$ cat src/rtl/gpio_bank_pkg.sv
// Constants, modes and carrier types for the programmable I/O port bank
package gpio_bank_pkg;
  localparam int NUM_PORTS = 11;
  localparam int PORT_W = 8;
  localparam int NUM_BITS = NUM_PORTS * PORT_W;
  localparam int GROUP_W = 4;
  localparam int NUM_GROUPS = NUM_BITS / GROUP_W;
  localparam int PORT_SEL_W = 4;
  localparam int MODE_SEL_W = 2;
  // Bit index of the input-only bit shared with the NMI line (port 8, bit 5)
  localparam int SHARED_IDX = 69;
  localparam logic [PORT_SEL_W-1:0] HIGH_SINK_PORT = 4'h7;
  localparam logic [PORT_W-1:0] OPEN_DRAIN_MASK = 8'h03;
  // 81 bidirectional bits: ports 9 and 10 carry five bits, port 8 lacks its shared bit
  localparam logic [NUM_BITS-1:0] BIDIR_MASK = 88'h1F1FDF_FFFFFFFF_FFFFFFFF;
  localparam logic [NUM_BITS-1:0] SHARED_MASK = 88'h000020_00000000_00000000;
  // Pins taken by the external bus in expansion and microprocessor modes
  localparam logic [NUM_BITS-1:0] BUS_PIN_MASK = 88'h000000_0000FFFF_FFFFFFFF;
  // Pull-up groups that only act in single-chip mode: ports 0-3, low nibbles of 4 and 5
  localparam logic [NUM_GROUPS-1:0] SINGLE_ONLY_GROUPS = 22'h0005FF;
  localparam logic [PORT_W-1:0] RESET_DRIVE = 8'h00;
  localparam logic [NUM_BITS-1:0] RESET_BITS = 88'h0;
  localparam logic [NUM_BITS-1:0] SYNC_IDLE = 88'hFFFFFF_FFFFFFFF_FFFFFFFF;

  typedef enum logic [1:0] {KIND_DATA, KIND_DIR, KIND_DRIVE, KIND_MODE} kind_type;
  typedef enum logic [MODE_SEL_W-1:0] {MODE_SINGLE, MODE_EXPANSION, MODE_MICRO} mode_type;

  typedef struct packed {
    logic en;
    kind_type kind;
    logic [PORT_SEL_W-1:0] port;
    logic [PORT_W-1:0] data;
  } wr_req_type;

  typedef struct packed {
    kind_type kind;
    logic [PORT_SEL_W-1:0] port;
  } rd_req_type;
endpackage

$ cat src/rtl/pin_sync.sv
// Two-stage synchroniser for the sampled pin levels
`timescale 1ns/1ps
module pin_sync #(
  parameter int WIDTH = 8,
  parameter logic [WIDTH-1:0] IDLE = '1
) (
  // Clock and reset
  input wire logic i_clock,
  input wire logic i_reset,
  input wire logic i_clock_en,
  // Levels
  input wire logic [WIDTH-1:0] i_async,
  output logic [WIDTH-1:0] o_sync
);
  logic [WIDTH-1:0] meta_r;
  logic [WIDTH-1:0] sync_r;

  // Idle high so a released line does not look like a falling edge
  always_ff @(posedge i_clock) begin
    if (i_reset) begin
      meta_r <= IDLE;
      sync_r <= IDLE;
    end else if (i_clock_en) begin
      meta_r <= i_async;
      sync_r <= meta_r;
    end
  end

  assign o_sync = sync_r;
endmodule

$ cat src/rtl/gpio_bank.sv
// Programmable I/O port bank: latches, directions, pull-ups, drive and NMI bit
`timescale 1ns/1ps
// Behaviour
// Output direction drives latched value onto pin
// Input direction: write updates latch, pin floats
// Output bits read back the latch
// Input bits read back the pin level
// Shared bit: no direction, no pull-up, read-only
// Falling edge on shared bit always raises NMI
// One pull-up enable per four-bit group
// Pull-up connects only while bit is input
// Low-port pull-ups act only in single-chip mode
// Bus pins' port/direction bits locked outside single-chip
// Push-pull outputs; port 7 bits 0-1 open drain
// Port 7 bits select normal or high sink
// All bits input after reset until changed
// Mode-select low keeps bus control pins as inputs
// Software should rewrite directions periodically
// Software keeps pull-ups off oscillator and analog pins
// Per-bit direction and data registers per port
// Eighty-one bidirectional bits plus one input-only bit
// Direction one is output, resets to zero
// Pin reads pass a two-stage synchroniser
module gpio_bank
  import gpio_bank_pkg::*;
#(
  parameter logic [NUM_BITS-1:0] BUS_PINS = BUS_PIN_MASK
) (
  // Clock and reset
  input wire logic i_clock,
  input wire logic i_reset,
  input wire logic i_clock_en,
  // Register access
  input wire wr_req_type i_wr,
  input wire rd_req_type i_rd,
  output logic [PORT_W-1:0] o_rd_data,
  // Configuration
  input wire logic [NUM_GROUPS-1:0] i_pull_groups,
  input wire logic i_processor_mode_select_pin,
  output mode_type o_mode,
  // Pins
  input wire logic [NUM_BITS-1:0] i_pin_in,
  output logic [NUM_BITS-1:0] o_pin_out,
  output logic [NUM_BITS-1:0] o_pin_oe,
  output logic [NUM_BITS-1:0] o_pull_up,
  output logic [PORT_W-1:0] o_high_drive,
  // Interrupt request
  output logic o_nmi_request
);
  function automatic logic [NUM_BITS-1:0] byte_mask(input logic [PORT_SEL_W-1:0] p);
    byte_mask = NUM_BITS'({PORT_W{1'b1}}) << (PORT_W * int'(p));
  endfunction

  function automatic logic [PORT_W-1:0] get_byte(input logic [NUM_BITS-1:0] v,
                                                 input logic [PORT_SEL_W-1:0] p);
    get_byte = (int'(p) < NUM_PORTS) ? v[int'(p) * PORT_W +: PORT_W] : '0;
  endfunction

  function automatic logic [NUM_BITS-1:0] expand_groups(input logic [NUM_GROUPS-1:0] g);
    for (int i = 0; i < NUM_GROUPS; i++) begin
      expand_groups[i * GROUP_W +: GROUP_W] = {GROUP_W{g[i]}};
    end
  endfunction

  logic [NUM_BITS-1:0] latch_r;
  logic [NUM_BITS-1:0] latch_nxt;
  logic [NUM_BITS-1:0] dir_r;
  logic [NUM_BITS-1:0] dir_nxt;
  logic [PORT_W-1:0] drive_r;
  mode_type mode_r;
  logic strap_taken_r;
  logic shared_prev_r;
  logic nmi_r;
  logic [PORT_W-1:0] rd_data_r;
  logic [PORT_W-1:0] rd_data_nxt;
  logic [NUM_BITS-1:0] pin_sync_lvl;

  wire port_ok = int'(i_wr.port) < NUM_PORTS;
  wire wr_data = i_wr.en && port_ok && (i_wr.kind == KIND_DATA);
  wire wr_dir = i_wr.en && port_ok && (i_wr.kind == KIND_DIR);
  wire wr_drive = i_wr.en && (i_wr.kind == KIND_DRIVE) && (i_wr.port == HIGH_SINK_PORT);
  wire wr_mode = i_wr.en && (i_wr.kind == KIND_MODE) && (i_wr.data[MODE_SEL_W-1:0] <= MODE_MICRO);
  wire single_chip = (mode_r == MODE_SINGLE);

  // Bus-owned pins ignore writes in expansion and microprocessor modes
  wire [NUM_BITS-1:0] locked = single_chip ? '0 : BUS_PINS;
  wire [NUM_BITS-1:0] wr_bits = byte_mask(i_wr.port) & ~locked;
  wire [NUM_BITS-1:0] wr_value = {NUM_PORTS{i_wr.data}};

  // Latch takes the write whatever the direction, except on bus pins locked outside single-chip mode
  assign latch_nxt = wr_data ? ((latch_r & ~wr_bits) | (wr_value & wr_bits)) : latch_r;
  // Shared bit and missing bits never hold a direction
  assign dir_nxt = wr_dir ? ((dir_r & ~wr_bits) | (wr_value & wr_bits & BIDIR_MASK))
                          : dir_r;

  always_ff @(posedge i_clock) begin
    if (i_reset) begin
      latch_r <= RESET_BITS;
      dir_r <= RESET_BITS;
      drive_r <= RESET_DRIVE;
    end else if (i_clock_en) begin
      latch_r <= latch_nxt;
      dir_r <= dir_nxt;
      if (wr_drive) begin
        drive_r <= i_wr.data;
      end
    end
  end

  // Mode taken from the strap one cycle after release, then software owns it
  always_ff @(posedge i_clock) begin
    if (i_reset) begin
      mode_r <= MODE_SINGLE;
      strap_taken_r <= 1'b0;
    end else if (i_clock_en) begin
      if (!strap_taken_r) begin
        strap_taken_r <= 1'b1;
        mode_r <= i_processor_mode_select_pin ? MODE_MICRO : MODE_SINGLE;
      end else if (wr_mode) begin
        mode_r <= mode_type'(i_wr.data[MODE_SEL_W-1:0]);
      end
    end
  end

  pin_sync #(
    .WIDTH(NUM_BITS),
    .IDLE(SYNC_IDLE)
  ) u_sync (
    .i_clock(i_clock),
    .i_reset(i_reset),
    .i_clock_en(i_clock_en),
    .i_async(i_pin_in),
    .o_sync(pin_sync_lvl)
  );

  // No enable exists for this request
  wire shared_lvl = pin_sync_lvl[SHARED_IDX];
  wire shared_fall = shared_prev_r && !shared_lvl;

  always_ff @(posedge i_clock) begin
    if (i_reset) begin
      shared_prev_r <= 1'b1;
      nmi_r <= 1'b0;
    end else if (i_clock_en) begin
      shared_prev_r <= shared_lvl;
      nmi_r <= shared_fall;
    end
  end

  // Read-back selects latch or pin per bit direction
  wire [NUM_BITS-1:0] data_view = ((dir_r & latch_r) | (~dir_r & pin_sync_lvl))
                                  & (BIDIR_MASK | SHARED_MASK);

  always_comb begin
    case (i_rd.kind)
      KIND_DATA: rd_data_nxt = get_byte(data_view, i_rd.port);
      KIND_DIR: rd_data_nxt = get_byte(dir_r, i_rd.port);
      KIND_DRIVE: rd_data_nxt = (i_rd.port == HIGH_SINK_PORT) ? drive_r : '0;
      KIND_MODE: rd_data_nxt = PORT_W'(mode_r);
      default: rd_data_nxt = '0;
    endcase
  end

  always_ff @(posedge i_clock) begin
    if (i_reset) begin
      rd_data_r <= '0;
    end else if (i_clock_en) begin
      rd_data_r <= rd_data_nxt;
    end
  end

  // Open-drain bits only ever pull low
  wire [NUM_BITS-1:0] od_bits = byte_mask(HIGH_SINK_PORT) & {NUM_PORTS{OPEN_DRAIN_MASK}};
  wire [NUM_BITS-1:0] drive_bits = dir_r & BIDIR_MASK;
  assign o_pin_out = latch_r & ~od_bits;
  assign o_pin_oe = drive_bits & ~(od_bits & latch_r);

  // Pull-up gated by group enable, input direction and processor mode
  wire [NUM_BITS-1:0] pull_allowed = single_chip ? '1 : ~expand_groups(SINGLE_ONLY_GROUPS);
  assign o_pull_up = expand_groups(i_pull_groups) & ~dir_r & BIDIR_MASK
                     & pull_allowed;

  assign o_high_drive = drive_r;
  assign o_mode = mode_r;
  assign o_rd_data = rd_data_r;
  assign o_nmi_request = nmi_r;

  // Checks
  localparam logic [PORT_SEL_W-1:0] CHK_PORT = 4'h6;
  localparam logic [PORT_SEL_W-1:0] SHARED_PORT = PORT_SEL_W'(SHARED_IDX / PORT_W);
  localparam int SHARED_POS = SHARED_IDX % PORT_W;
endmodule

$ cat config.mk
export PLATFORM = sky130hd
export DESIGN_NAME = gpio_bank
export DESIGN_NICKNAME = d
export VERILOG_FILES = /design/src/rtl/gpio_bank_pkg.sv /design/src/rtl/pin_sync.sv /design/src/rtl/gpio_bank.sv
export SDC_FILE = /design/constraint.sdc
export NUM_CORES = 1
export LEC_CHECK = 0
export ABC_AREA = 1
export BUFFER_PORTS_ARGS = -buffer_cell sky130_fd_sc_hd__buf_4
export CAP_MARGIN = 20
export CELL_PAD_IN_SITES_DETAIL_PLACEMENT = 0
export CELL_PAD_IN_SITES_GLOBAL_PLACEMENT = 1
export CORE_MARGIN = 4
export CORE_UTILIZATION = 41
export CTS_CLUSTER_SIZE = 28
export DETAILED_ROUTE_END_ITERATION = 12
export GPL_ROUTABILITY_DRIVEN = 0
export PLACE_DENSITY = 0.85
export SYNTH_ARGS = -nofsm -noshare
export SYNTH_HDL_FRONTEND = slang
export SYNTH_SLANG_ARGS = --single-unit
$ cat constraint.sdc
create_clock -name i_clock -period 2.8 [get_ports i_clock]
set_clock_uncertainty 0.2 [all_clocks]
set_input_delay 0.14 -clock i_clock [delete_from_list [all_inputs] [get_ports i_clock]]
set_output_delay 0.14 -clock i_clock [all_outputs]
set_load 0.01 [all_outputs]
==> impl_metrics.py <==
metrics = {
    "sta": {
        "max-slew-margin-rel_pct": 31.2,
        "slew_viol_final": 0,
        "clock.fmax_mhz": 375,
        "totalNegativeSetupSlack_ns": 0,
        "fin_crit_ns": 2.67,
        "final-setup-viol-count": 0,
        "final.period_utilization_pct": 95.3,
        "grt_setup_unrepaired": "false",
        "timing_worst_slew_pin_value_ns": 1.03,
        "hold_viol_final": 0,
    },
    "synthesis": {
        "synth_edf_count": 0,
        "async_flop_share_pct": 0,
        "yosysUniqueCellTypes": 32,
        "postSynthRegisterBits": 361,
        "syn_area_sq_mm": 0.0170,
        "avgSynthCellArea_sq_um": 6.93,
        "yosys_warnings": 0,
        "synth_seq_area_share_pct": 42.5,
        "postSynth.topFlopCell": "sky130_fd_sc_hd__dfxtp_1",
        "post_synth_inst_count": 2454,
    },
    "route": {
        "antenna_violating_nets_left": 0,
        "vias_per_cell": 5.10,
        "detail_route.drc_violations": 0,
        "num_vias": 16900,
        "post_drt_wl_per_cell_um": 19.2,
        "drt_wl_total_um": 63600,
        "initialDrtViolationCount": 1338,
        "drt-pass1-iter-count": 5,
    },
    "global_route": {
        "grt_overflow_total": 0,
        "number_of_antenna_violations_at_the_first_check_in_global_routing": 2,
        "grt.total_usage_pct": 27.3,
        "grt_pass1_wl_um": 95100,
        "grt_max_degree": 229,
        "grt_pass1_vias": 16000,
    },
    "die": {
        "die_h_um": 212,
        "placementRows": 74,
        "dieArea_sq_mm": 0.0448,
        "boundaryPins": 418,
        "start_util_pct": 41.6,
        "chipWidth_um": 212,
        "placeableCoreArea_sq_mm": 0.0409,
    },
    "clocking": {
        "cts_root_buf": "sky130_fd_sc_hd__clkbuf_16",
        "numCtsBuffers": 41,
        "clkSinkCount": 361,
        "clk_path_buf_depth": 3,
        "htreeDepth": 2,
        "clk_transition_reported_paths_ns": 0.06,
        "cts_tree": "done",
        "post-cts-setup-buffers": 0,
        "insertion_delay_ns": 0.57,
    },
    "layout": {
        "design.final.nets": 2881,
        "mostFrequentLayoutCell": "sky130_fd_sc_hd__nand2_1",
        "final_cells": 3312,
        "post_route_cells_drive_above_1_share_pct": 19.0,
        "area_growth_pct": 27.5,
        "mostFrequentLayoutCells": "sky130_fd_sc_hd__nand2_1 (529), sky130_fd_sc_hd__buf_4 (410), sky130_fd_sc_hd__dfxtp_1 (359)",
    },
    "worst_setup_path": {
        "cp_max_fo": 5,
        "critPathCaptureType": "flop",
        "worstPathRequired_ns": 3.12,
        "worst-endpoint-arrival_ns": 2.98,
        "critical_path_class": "reg -> reg",
        "worstSetupStartpointType": "flop",
    },
    "placed_design": {
        "hpwlAfterDp_um": 43900,
        "portBuffers": 395,
        "dp_cells": 3110,
    },
    "power_and_ir_drop": {
        "power_per_cell_area_mw_per_mm2": 572,
        "leakage_nw": 10.3,
        "power.ir.vdd_worst_v": 0.000354,
    },
    "outcome": {
        "run_status": "completed",
    },
    "flow_run": {
        "maxCapViolCount": 0,
    },
    "min_path": {
        "worst_hold_path_type": "in -> reg",
    },
}
==> cell type report <==
| class | instances | area [sq um] |
|---|---|---|
| Tap cell | 532 | 666 |
| Antenna cell | 2 | 5.00 |
| Sequential cell | 361 | 7230 |
| Multi-Input combinational cell | 1581 | 7130 |
| Timing Repair Buffer | 540 | 4420 |
| Fill cell | 4005 | 19200 |
| Inverter | 221 | 868 |
| Clock buffer | 67 | 1270 |
| Clock inverter | 8 | 100 |
==> metrics by stage <==
step | worst slack [ns] | area, sq um | util (%) | power [W] | hold WS [ns]
final | 0.133 | 21700 | 53.0 | 0.0124 | 0.0110
after CTS | 0.0152 | 21700 | 52.9 | 0.0125 | 0.000904
after global routing | 0.0298 | 21700 | 53.0 | 0.0129 | 0.0378
after floorplan | 1.13 | 17100 | - | 0.00625 | 0.0621
after detailed placement | 0.685 | 19000 | 46.5 | 0.00689 | 0.153
after global placement | 0.679 | 19000 | 46.5 | 0.00687 | 0.153
==> synth_stat cells (2+ instances only) <==
| cell | n | area, sq um |
|---|---|---|
| sky130_fd_sc_hd__buf_2 | 17 | 85.1 |
| sky130_fd_sc_hd__inv_1 | 198 | 743 |
| sky130_fd_sc_hd__nor2_1 | 269 | 1010 |
| sky130_fd_sc_hd__nand3_1 | 241 | 1210 |
| sky130_fd_sc_hd__nor3_4 | 2 | 32.5 |
| sky130_fd_sc_hd__nor2_4 | 13 | 146 |
| sky130_fd_sc_hd__mux2i_1 | 3 | 30.0 |
| sky130_fd_sc_hd__inv_2 | 16 | 60.1 |
| sky130_fd_sc_hd__buf_1 | 6 | 22.5 |
| sky130_fd_sc_hd__nor2_2 | 2 | 12.5 |
| sky130_fd_sc_hd__clkbuf_1 | 97 | 364 |
| sky130_fd_sc_hd__o21ai_0 | 271 | 1360 |
| sky130_fd_sc_hd__nor2_8 | 3 | 60.1 |
| sky130_fd_sc_hd__o211ai_1 | 8 | 60.1 |
| sky130_fd_sc_hd__clkinv_1 | 5 | 18.8 |
| sky130_fd_sc_hd__o21ai_1 | 12 | 60.1 |
| sky130_fd_sc_hd__buf_4 | 185 | 1390 |
| sky130_fd_sc_hd__nand2_1 | 531 | 1990 |
| sky130_fd_sc_hd__nor3_1 | 9 | 45.0 |
| sky130_fd_sc_hd__nand2_2 | 2 | 12.5 |
| sky130_fd_sc_hd__dfxtp_1 | 361 | 7230 |
| sky130_fd_sc_hd__a21oi_1 | 193 | 966 |
==> where the power goes <==
part           switching (W)  total, W  internal [W]
sequential         0.0000922   0.00541       0.00532
combinational       0.000897   0.00153      0.000628
clock                0.00219   0.00547       0.00328
total                0.00318    0.0124       0.00922
==> critical path: stages (launching register included) <==
cell and delay, ns:
sky130_fd_sc_hd__dfxtp_1 0.44, sky130_fd_sc_hd__nand2_1 0.09, sky130_fd_sc_hd__nand3_1 0.09, sky130_fd_sc_hd__nand3_1 0.18, sky130_fd_sc_hd__nand3_1 0.14, sky130_fd_sc_hd__nand3_1 0.11
sky130_fd_sc_hd__nand2_1 0.08, sky130_fd_sc_hd__nand2_1 0.04, sky130_fd_sc_hd__dlygate4sd3_1 0.57, sky130_fd_sc_hd__a21oi_1 0.12, sky130_fd_sc_hd__dlygate4sd3_1 0.56
==> final timing paths <==
| check | startpoint | endpoint | slack (ns) | cells past startpoint |
|---|---|---|---|---|
| setup reg to reg | flop | o_rd_data[2] | 0.13 | 10 |
| hold / removal | i_clock_en | strap_taken_r | 0.01 | 4 |
| hold reg to reg | dir_r[78] | dir_r[78] | 0.25 | 2 |
| setup / recovery | flop | o_rd_data[2] | 0.13 | 10 |
==> repair_timing <==
action / CTS / global route
gates resized for setup: 0 / 12
hold endpoints to repair: 258 / 0
hold buffers: 126 / 0
setup endpoints to repair: 0 / 1
==> per-layer routing <==
| metal | up-vias | global-route usage, % | wire length, um |
|---|---|---|---|
| met2 | 616 | 45.1 | 30000 |
| met4 | 0 | 8.37 | 1820 |
| met3 | 102 | 5.36 | 4580 |
| li1 | 8252 | - | - |
| met5 | - | 0 | 0 |
| met1 | 7919 | 36.3 | 27200 |
==> logic make-up (layout without fill, tap and decap cells) <==
logic type      Yosys count  in the layout  share of synthesized area (%)
buf+inv                 527            836                           16.1
other cells               1             18                         0.0220
compound gates          487            487                           14.5
simple gates           1075           1075                           26.8
flops                   361            361                           42.5
mux                       3              3                          0.177
Power figures use the tool's default switching activity.
